===== src/hw/fsdr_map.svh =====
/*
 * register map of the fail-safe diagnostic and status bank: offsets, field positions,
 * reset values and timing counts. assumes a 100 MHz ref_clk.
 */
`ifndef FSDR_MAP_SVH
`define FSDR_MAP_SVH
// ****************************************
// register indexes
// ****************************************
`define FSDR_ADDR_SAFE_IOS 6'h14
`define FSDR_ADDR_DIAG 6'h15
`define FSDR_ADDR_MASK 6'h16
`define FSDR_ADDR_STATES 6'h17
// ****************************************
// safe outputs control fields
// ****************************************
`define FSDR_IOS_PWR_SHORT 15
`define FSDR_IOS_PWR_EVT 14
`define FSDR_IOS_PWR_SNS 13
`define FSDR_IOS_RST_DRV 11
`define FSDR_IOS_RST_SNS 10
`define FSDR_IOS_INIT_REQ 2
`define FSDR_IOS_STBY 1
// ****************************************
// diagnostic flag fields
// ****************************************
`define FSDR_DIAG_PAIR 15
`define FSDR_DIAG_FA 14
`define FSDR_DIAG_FB 13
`define FSDR_DIAG_WDD 12
`define FSDR_DIAG_WDT 11
`define FSDR_DIAG_AB1 10
`define FSDR_DIAG_AB2 9
`define FSDR_DIAG_FAST 8
`define FSDR_DIAG_SLOW 7
`define FSDR_DIAG_CRC 6
`define FSDR_DIAG_ACC 5
`define FSDR_DIAG_LSKIP 4
`define FSDR_DIAG_LRAN 3
`define FSDR_DIAG_LPASS 2
// sticky write-1-clear bits of the diagnostic register
`define FSDR_DIAG_W1C_MASK 16'hf9e0
// ****************************************
// inhibit mask and states fields
// ****************************************
`define FSDR_MASK_WR_MASK 16'h03ff
`define FSDR_MASK_RESET 16'h0000
`define FSDR_ST_DBG_LEAVE 14
`define FSDR_ST_DBG_ACT 13
`define FSDR_ST_FUSE 11
`define FSDR_ST_INITREG 9
`define FSDR_CODE_INIT 5'h06
`define FSDR_CODE_WAIT2 5'h07
`define FSDR_CODE_RUN2 5'h08
// ****************************************
// timing
// ****************************************
`define FSDR_CLK_MHZ 100
`define FSDR_FUSE_CHECK_US 5000
`define FSDR_FUSE_CHECK_CYC (`FSDR_FUSE_CHECK_US * `FSDR_CLK_MHZ)
`endif


===== src/hw/fsdr_pkg.sv =====
/*
 * types of the fail-safe diagnostic bank. assumes fsdr_map.svh for numbers.
 */
`default_nettype none
package fsdr_pkg;
  typedef enum logic [4:0] {
    FSDR_ST_INIT = 5'h06,
    FSDR_ST_WAIT2 = 5'h07,
    FSDR_ST_RUN2 = 5'h08,
    FSDR_ST_NORMAL = 5'h09
  } fsdr_state_e;
  // bus access toward the register bank
  typedef struct packed {
    logic wr;
    logic rd;
    logic [5:0] addr;
    logic [15:0] wdata;
  } fsdr_req_s;
  // hardware event pulses that set sticky flags
  typedef struct packed {
    logic pwr_short;
    logic pwr_evt;
    logic pair_err;
    logic fa_err;
    logic fb_err;
    logic wdog_data;
    logic wdog_timing;
    logic clk_fast;
    logic clk_slow;
    logic crc_err;
    logic fuse_crc_bad;
  } fsdr_evt_s;
  // live self-test status, already in this clock domain
  typedef struct packed {
    logic ab1_pass;
    logic ab2_pass;
    logic lb_skip;
    logic lb_ran;
    logic lb_pass;
    logic ab2_done;
  } fsdr_bist_s;
endpackage
`default_nettype wire


===== src/hw/fsdr_regs.sv =====
/*
 * fail-safe diagnostic and status register bank with fail-safe state code.
 * assumes a serial front end that hands over decoded 16-bit accesses one cycle wide,
 * events as one-cycle pulses on ref_clk, and pads that are asynchronous.
 */
// Behaviour
// - reset pad sense bit reads live reset pin level, not stored.
// - reset driver command bit reflects internal reset command in real time.
// - power-good short flag sets on short high, cleared by reset or write 1.
// - power-good event flag sets on event, cleared by reset or write 1.
// - power-good pad sense bit reports live pin level.
// - standby request bit: 1 requests standby, 0 none, resets to 0.
// - writing 1 to return-to-init sends state machine to init; 0 does nothing.
// - paired, input a and input b fault flags set on error, write-1 clear.
// - watchdog data error flag sets on wrong answer, write-1 clear.
// - watchdog timing error flag sets on wrong window or timeout, write-1 clear.
// - two analog self-test bits read 1 on pass; second 0 also means not run.
// - low-power clock too fast and too slow flags, write-1 clear.
// - bus crc error flag sets on failed crc, write-1 clear.
// - access violation flag sets on bad access, write-1 clear.
// - logic self-test skipped, ran and pass bits are read only.
// - inhibit bits mask irq for fault inputs, regulator, watchdog; reset 0.
// - one inhibit bit per voltage monitor masks both over and under events.
// - fuse config crc checked every 5ms; error sets flag, write-1 clear.
// - init registers compared with inverted shadow; mismatch sets flag, write-1 clear.
// - 5-bit state code: 00110 init, 00111 wait second test, 01000 running it.
`include "fsdr_map.svh"
`timescale 1ns/100ps
`default_nettype none
module fsdr_regs #(
  parameter int unsigned FUSE_CHECK_CYC = `FSDR_FUSE_CHECK_CYC,
  parameter int unsigned NUM_INIT_REGS = 4
) (
  input wire logic ref_clk,
  input wire logic nrst,
  input wire logic clk_en,
  input wire fsdr_pkg::fsdr_req_s bus_req,
  input wire logic bad_access,
  input wire fsdr_pkg::fsdr_evt_s evt,
  input wire fsdr_pkg::fsdr_bist_s bist,
  input wire logic reset_pad,
  input wire logic pwr_ok_pad,
  input wire logic reset_cmd,
  input wire logic debug_entry,
  input wire logic [NUM_INIT_REGS*16-1:0] init_regs,
  input wire logic [NUM_INIT_REGS*16-1:0] init_regs_inv,
  input wire logic [9:0] mon_irq_src,
  output logic [15:0] rdata,
  output logic irq_out,
  output logic standby_request,
  output logic fuse_check_req,
  output logic [4:0] safety_state_code
);
  import fsdr_pkg::*;

  // ****************************************
  // pad synchronisers
  // ****************************************
  logic [1:0] rst_pad_q;
  logic [1:0] pwr_pad_q;
  // two stages; only the second stage feeds logic
  always_ff @(posedge ref_clk or negedge nrst) begin
    if (!nrst) begin
      rst_pad_q <= 2'b00;
      pwr_pad_q <= 2'b00;
    end else if (clk_en) begin
      rst_pad_q <= {rst_pad_q[0], reset_pad};
      pwr_pad_q <= {pwr_pad_q[0], pwr_ok_pad};
    end
  end

  // ****************************************
  // write strobes
  // ****************************************
  logic wr_ios;
  logic wr_diag;
  logic wr_mask;
  logic wr_st;
  // address decode
  always_comb begin
    wr_ios = 1'b0;
    wr_diag = 1'b0;
    wr_mask = 1'b0;
    wr_st = 1'b0;
    if (bus_req.wr && bus_req.addr == `FSDR_ADDR_SAFE_IOS) begin
      wr_ios = 1'b1;
    end else if (bus_req.wr && bus_req.addr == `FSDR_ADDR_DIAG) begin
      wr_diag = 1'b1;
    end else if (bus_req.wr && bus_req.addr == `FSDR_ADDR_MASK) begin
      wr_mask = 1'b1;
    end else if (bus_req.wr && bus_req.addr == `FSDR_ADDR_STATES) begin
      wr_st = 1'b1;
    end
  end

  // ****************************************
  // sticky flags
  // ****************************************
  logic pwr_short_q, pwr_evt_q;
  logic [15:0] diag_q;
  logic fuse_q, initreg_q;
  logic [15:0] diag_set;
  logic [15:0] diag_clr;
  logic mismatch;
  assign mismatch = (init_regs ^ init_regs_inv) != {NUM_INIT_REGS*16{1'b1}};
  always_comb begin
    diag_set = 16'h0000;
    diag_set[`FSDR_DIAG_PAIR] = evt.pair_err;
    diag_set[`FSDR_DIAG_FA] = evt.fa_err;
    diag_set[`FSDR_DIAG_FB] = evt.fb_err;
    diag_set[`FSDR_DIAG_WDD] = evt.wdog_data;
    diag_set[`FSDR_DIAG_WDT] = evt.wdog_timing;
    diag_set[`FSDR_DIAG_FAST] = evt.clk_fast;
    diag_set[`FSDR_DIAG_SLOW] = evt.clk_slow;
    diag_set[`FSDR_DIAG_CRC] = evt.crc_err;
    diag_set[`FSDR_DIAG_ACC] = bad_access;
    diag_clr = wr_diag ? (bus_req.wdata & `FSDR_DIAG_W1C_MASK) : 16'h0000;
  end
  // set wins over a same-cycle write-1 clear so no event is lost
  always_ff @(posedge ref_clk or negedge nrst) begin
    if (!nrst) begin
      diag_q <= 16'h0000;
      pwr_short_q <= 1'b0;
      pwr_evt_q <= 1'b0;
      fuse_q <= 1'b0;
      initreg_q <= 1'b0;
    end else if (clk_en) begin
      diag_q <= (diag_q & ~diag_clr) | diag_set;
      pwr_short_q <= evt.pwr_short | (pwr_short_q &
        ~(wr_ios & bus_req.wdata[`FSDR_IOS_PWR_SHORT]));
      pwr_evt_q <= evt.pwr_evt | (pwr_evt_q &
        ~(wr_ios & bus_req.wdata[`FSDR_IOS_PWR_EVT]));
      fuse_q <= evt.fuse_crc_bad | (fuse_q & ~(wr_st & bus_req.wdata[`FSDR_ST_FUSE]));
      initreg_q <= mismatch | (initreg_q & ~(wr_st & bus_req.wdata[`FSDR_ST_INITREG]));
    end
  end

  // ****************************************
  // control bits
  // ****************************************
  logic [9:0] mask_q;
  logic stby_q, dbg_q;
  // inhibit mask and standby request are plain stored bits
  always_ff @(posedge ref_clk or negedge nrst) begin
    if (!nrst) begin
      mask_q <= 10'h000;
      stby_q <= 1'b0;
    end else if (clk_en) begin
      if (wr_mask) begin
        mask_q <= bus_req.wdata[9:0];
      end
      if (wr_ios) begin
        stby_q <= bus_req.wdata[`FSDR_IOS_STBY];
      end
    end
  end
  // debug mode: entry beats a same-cycle leave, as set beats clear everywhere
  always_ff @(posedge ref_clk or negedge nrst) begin
    if (!nrst) begin
      dbg_q <= 1'b0;
    end else if (clk_en) begin
      if (debug_entry) begin
        dbg_q <= 1'b1;
      end else if (wr_st && bus_req.wdata[`FSDR_ST_DBG_LEAVE]) begin
        dbg_q <= 1'b0;
      end
    end
  end

  // ****************************************
  // fuse crc period
  // ****************************************
  logic [31:0] fuse_cnt_q;
  logic fuse_req_q;
  // one request pulse every check period
  always_ff @(posedge ref_clk or negedge nrst) begin
    if (!nrst) begin
      fuse_cnt_q <= 32'h00000000;
      fuse_req_q <= 1'b0;
    end else if (clk_en) begin
      fuse_req_q <= 1'b0;
      if (fuse_cnt_q == FUSE_CHECK_CYC - 1) begin
        fuse_cnt_q <= 32'h00000000;
        fuse_req_q <= 1'b1;
      end else begin
        fuse_cnt_q <= fuse_cnt_q + 32'h00000001;
      end
    end
  end

  // ****************************************
  // fail-safe state machine
  // ****************************************
  fsdr_state_e st_q;
  // return-to-init beats normal progress
  always_ff @(posedge ref_clk or negedge nrst) begin
    if (!nrst) begin
      st_q <= FSDR_ST_INIT;
    end else if (clk_en) begin
      if (wr_ios && bus_req.wdata[`FSDR_IOS_INIT_REQ]) begin
        st_q <= FSDR_ST_INIT;
      end else begin
        case (st_q)
          FSDR_ST_INIT: st_q <= FSDR_ST_WAIT2;
          FSDR_ST_WAIT2: st_q <= FSDR_ST_RUN2;
          FSDR_ST_RUN2: begin
            if (bist.ab2_done) begin
              st_q <= FSDR_ST_NORMAL;
            end
          end
          default: st_q <= st_q;
        endcase
      end
    end
  end

  // ****************************************
  // read data and outputs
  // ****************************************
  logic [15:0] rd_d;
  always_comb begin
    rd_d = 16'h0000;
    if (bus_req.addr == `FSDR_ADDR_SAFE_IOS) begin
      rd_d[`FSDR_IOS_PWR_SHORT] = pwr_short_q;
      rd_d[`FSDR_IOS_PWR_EVT] = pwr_evt_q;
      rd_d[`FSDR_IOS_PWR_SNS] = pwr_pad_q[1];
      rd_d[`FSDR_IOS_RST_DRV] = reset_cmd;
      rd_d[`FSDR_IOS_RST_SNS] = rst_pad_q[1];
    end else if (bus_req.addr == `FSDR_ADDR_DIAG) begin
      rd_d = diag_q;
      rd_d[`FSDR_DIAG_AB1] = bist.ab1_pass;
      rd_d[`FSDR_DIAG_AB2] = bist.ab2_pass;
      rd_d[`FSDR_DIAG_LSKIP] = bist.lb_skip;
      rd_d[`FSDR_DIAG_LRAN] = bist.lb_ran;
      rd_d[`FSDR_DIAG_LPASS] = bist.lb_pass;
    end else if (bus_req.addr == `FSDR_ADDR_MASK) begin
      rd_d = {6'h00, mask_q};
    end else if (bus_req.addr == `FSDR_ADDR_STATES) begin
      rd_d[`FSDR_ST_DBG_ACT] = dbg_q;
      rd_d[`FSDR_ST_FUSE] = fuse_q;
      rd_d[`FSDR_ST_INITREG] = initreg_q;
      rd_d[4:0] = st_q;
    end
  end
  // registered outputs; read data valid the cycle after the strobe
  always_ff @(posedge ref_clk or negedge nrst) begin
    if (!nrst) begin
      rdata <= 16'h0000;
      irq_out <= 1'b0;
      standby_request <= 1'b0;
      fuse_check_req <= 1'b0;
      safety_state_code <= `FSDR_CODE_INIT;
    end else if (clk_en) begin
      if (bus_req.rd) begin
        rdata <= rd_d;
      end
      irq_out <= |(mon_irq_src & ~mask_q);
      standby_request <= stby_q;
      fuse_check_req <= fuse_req_q;
      safety_state_code <= st_q;
    end
  end

  // ****************************************
  // checks
  // ****************************************
  a_init_return: assert property (@(posedge ref_clk) disable iff (!nrst)
    clk_en && wr_ios && bus_req.wdata[`FSDR_IOS_INIT_REQ] |=> st_q == FSDR_ST_INIT)
    else $error("return to init ignored");
  a_wdog_data_set: assert property (@(posedge ref_clk) disable iff (!nrst)
    clk_en && evt.wdog_data |=> diag_q[`FSDR_DIAG_WDD])
    else $error("watchdog data flag lost");
  a_pwr_short_set: assert property (@(posedge ref_clk) disable iff (!nrst)
    clk_en && evt.pwr_short |=> pwr_short_q)
    else $error("short flag lost");
  a_pwr_evt_clr: assert property (@(posedge ref_clk) disable iff (!nrst)
    clk_en && wr_ios && bus_req.wdata[`FSDR_IOS_PWR_EVT] && !evt.pwr_evt |=> !pwr_evt_q)
    else $error("event flag not cleared");
  // each fault flag checked against its own pulse, so a swapped bit is caught
  a_fault_flags: assert property (@(posedge ref_clk) disable iff (!nrst)
    clk_en && (evt.pair_err || evt.fa_err || evt.fb_err) |=>
      (diag_q[`FSDR_DIAG_PAIR] || !$past(evt.pair_err)) &&
      (diag_q[`FSDR_DIAG_FA] || !$past(evt.fa_err)) &&
      (diag_q[`FSDR_DIAG_FB] || !$past(evt.fb_err)))
    else $error("fault flag lost");
  a_crc_set: assert property (@(posedge ref_clk) disable iff (!nrst)
    clk_en && evt.crc_err |=> diag_q[`FSDR_DIAG_CRC])
    else $error("crc flag lost");
  a_access_set: assert property (@(posedge ref_clk) disable iff (!nrst)
    clk_en && bad_access |=> diag_q[`FSDR_DIAG_ACC])
    else $error("access flag lost");
  a_debug_leave: assert property (@(posedge ref_clk) disable iff (!nrst)
    clk_en && wr_st && bus_req.wdata[`FSDR_ST_DBG_LEAVE] && !debug_entry |=> !dbg_q)
    else $error("debug not left");
  a_irq_masked: assert property (@(posedge ref_clk) disable iff (!nrst)
    clk_en && (mon_irq_src & ~mask_q) == 10'h000 |=> !irq_out)
    else $error("masked source raised irq");
  a_state_seq: assert property (@(posedge ref_clk) disable iff (!nrst)
    clk_en && st_q == FSDR_ST_INIT && !wr_ios |=> st_q == FSDR_ST_WAIT2)
    else $error("state sequence broken");
  c_init_back: cover property (@(posedge ref_clk) disable iff (!nrst)
    st_q == FSDR_ST_NORMAL ##1 st_q == FSDR_ST_INIT);
  c_irq: cover property (@(posedge ref_clk) disable iff (!nrst) irq_out);
  c_mismatch: cover property (@(posedge ref_clk) disable iff (!nrst) initreg_q);
endmodule
`default_nettype wire


===== config.mk =====
export PLATFORM = sky130hd
export DESIGN_NAME = fsdr_regs
export DESIGN_NICKNAME = d
export VERILOG_FILES = /design/src/hw/fsdr_pkg.sv /design/src/hw/fsdr_regs.sv
export VERILOG_INCLUDE_DIRS = /design/src /design/src/hw
export SDC_FILE = /design/constraint.sdc
export NUM_CORES = 1
export LEC_CHECK = 0
export BUFFER_PORTS_ARGS = -buffer_cell sky130_fd_sc_hd__buf_4
export CAP_MARGIN = 40
export CORE_MARGIN = 4
export CORE_UTILIZATION = 30
export DETAILED_ROUTE_END_ITERATION = 6
export PLACE_DENSITY_LB_ADDON = 0.25
export REMOVE_ABC_BUFFERS = 1
export SLEW_MARGIN = 15
export SYNTH_ARGS = -nofsm -noshare
export SYNTH_HDL_FRONTEND = slang
export SYNTH_SLANG_ARGS = --single-unit
export TNS_END_PERCENT = 1

===== constraint.sdc =====
create_clock -name ref_clk -period 6.2 [get_ports ref_clk]
set_input_delay 0 -clock ref_clk [delete_from_list [all_inputs] [get_ports ref_clk]]
set_output_delay 0 -clock ref_clk [all_outputs]
set_load 0.02 [all_outputs]

==> results.ini <==
[setup_path]
slowest_stage=nor4bb_1
crit_arrival_ns=2.49
cpPeakStageDelay_ns=0.64
crit_path_end_kind=register
worst-endpoint-required_ns=6.42
path_cells=buf_4 > nor4bb_1 > nand2b_1 > nor2_1 > buf_4 > nand2_1 > a22o_1 > dlygate4sd3_1
crit_type=in2reg
ff2ff_path_depth=5
critPathLaunchType=input port
crit_top_cell=buf_4
worstPathMaxFanout=7

[cells_and_area]
stdcell_count=910
nNetsFinal=882
design_area_sq_mm=0.007191
mostFrequentLayoutCell=buf_4
final_cell_mix=buf_4, dfrtp_1, xor2_1
diodes=0
post-route-util_pct=47.13
syn_to_final_growth_pct=53.87
drive_above_1_share_pct=36.05
fillers=1431

[job]
cap_viol_max_count=0

[sta]
maxSlewHeadroom_pct=44.17
fin_ws_ns=3.925
skew_ns=0.007489
hold_viol=0
setup_tns_ns=0
period_minus_slack_ns=2.275
rsz0062_at_grt=no
fmax_mhz=439.6
holdWs_ns=0.007246
slew_violations=0
setup_viol=0
period_share_pct=36.69
worst_pin_slew_ns=0.8354

[cts]
cts_sinks=87
cts_hold_buf=41
cts_buffer_depth=2
post_cts_buffers=0
cts_tree=done
postCtsResizedCells=0
htree_levels=3
clock-root-buffer=clkbuf_16
worstSkewPairLatency_ns=0.34
path_clk_slew_ns=0.07
cts_buffers=9

[logic_synthesis]
netlist_area_sq_mm=0.004673
synthArstFlopShare_pct=100.0
synth.distinct_cells=42
avgSynthCellArea_sq_um=10.43
synth_ff_type=dfrtp_1
yosysWarnings=0
ys_seq_elements=87
synth_edf_count=0
syn_inst=448
yosysSeqAreaShare_pct=46.64

[floorplan]
io_pins=211
fp.dieH_microns=132.8
core-area_sq_mm=0.01526
die_w_microns=132.8
dieArea_sq_mm=0.01764
initial_utilization_pct=30.63
rows=45

[detailed_routing]
wire_per_inst_microns=16.41
vias=4274
drt_wl_total_microns=14930
avgViaCountPerCell=4.697
ant_nets=0
drt-initial-drc-count=247
drtPass1Iterations=4
drc=0

[global_route]
met2_usage_pct=28.13
grt.met3_usage_pct=4.449
grt_pass1_wl_microns=23830
grt.total_usage_pct=16.74
grt_max_degree=61
antenna_found_initial=0
grt.overflow.total=0
grt_busiest_layer=met2
grt_pass1_vias=4583
gr-usage-met1_pct=21.36

[placement]
place_area_sq_mm=0.006446
place_congestion=0.8828
hpwl_microns=11960
port_buffers=208
pre_cts_ws_ns=4.062
placed_cells=853

[run_status]
status=finished clean

[power]
vdd_drop_max_uv=133.6
power.density_mw_per_mm2=205.8
p_total_mw=1.480
p_leak_nw=3.417

[worst_hold_path]
whs_path_depth=3
hold_path.class=in2reg

[cell type report]
cell class	count	area [sq um]	area share, %
clock buffers	12	256.5	3.567
repair buffers	251	1987	27.63
inverters	21	78.83	1.096
flip-flops and latches	87	2180	30.31
well taps	211	264.0	3.671
clock inverters	4	77.57	1.079
multi-input cells	324	2347	32.64
[final timing paths]
check                                                 from                                to  slack (ns)
worst min-delay path                           bus_req[14]            diag_q[14]$_DFFE_PN0P_       0.007
worst max-delay path                           bus_req[19]             diag_q[6]$_DFFE_PN0P_        3.93
worst max register to register  fuse_cnt_q[12]$_DFFE_PN0P_        fuse_cnt_q[23]$_DFFE_PN0P_        4.06
min in group asynchronous                             nrst        fuse_cnt_q[31]$_DFFE_PN0P_        0.11
worst min register to register  fuse_cnt_q[31]$_DFFE_PN0P_        fuse_cnt_q[31]$_DFFE_PN0P_        0.48
max in group asynchronous                             nrst  safety_state_code[0]$_DFFE_PN0P_        5.01
[cells by family after synthesis]
group,count (synthesis),share of synthesized area [%]
AND/OR/NAND/NOR,149,16.95
XOR/XNOR,93,17.43
flip-flops,87,46.64
AO/OA/AOI/OAI,50,8.514
buffers and inverters,37,3.133
multiplexers,30,6.988
adder cells (fa/ha/maj),1,0.2677
other,1,0.08024
[critical path, delay by kind of cell]
kind,cells,cell delay (ns)
AO/OA/AOI/OAI,1,0.17
buffers and inverters,3,0.91
AND/OR/NAND/NOR,4,1.41
[Yosys cell counts (3+ instances only)]
cell type  instances  area share, %
a21oi_1            3           0.32
a221o_1            3           0.64
a222oi_1           4           0.86
a22o_1            21            3.9
and3_1             5           0.67
and4_1             5           0.94
clkbuf_1          12           0.96
dfrtp_1           85             46
inv_1             21            1.7
mux2_2            21            5.1
mux2i_1            9            1.9
nand2_1           36            2.9
nand2b_1           3           0.40
nand3_1           19            2.0
nand4_1           26            3.5
nor2_1            22            1.8
nor3_1            11            1.2
nor4_1            11            1.5
o22ai_1            6           0.80
o31ai_1            5           0.80
xnor2_1           18            3.4
xor2_1            75             14
[sequential cells by signal (all words and copies together), names as in the netlist]
register	cells
fuse_q	1
st_q	3
irq_out	1
fuse_check_req	1
pwr_pad_q	2
pwr_evt_q	1
rdata	16
stby_q	1
fuse_req_q	1
fuse_cnt_q	32
rst_pad_q	2
diag_q	9
standby_request	1
pwr_short_q	1
mask_q	10
dbg_q	1
initreg_q	1
safety_state_code	3
[per-layer routing]
metal  part of all wire, %  vias up
met5                     0        -
met4                   2.2        0
met3                   5.6       28
met2                    49      126
met1                    43     2035
li1                      -     2085
[power by group]
group | internal, mW | total [mW] | switching (mW)
Clock | 0.377 | 0.597 | 0.220
Sequential | 0.599 | 0.639 | 0.0403
Combinational | 0.145 | 0.244 | 0.0990
(Power assumes the default switching activity.)
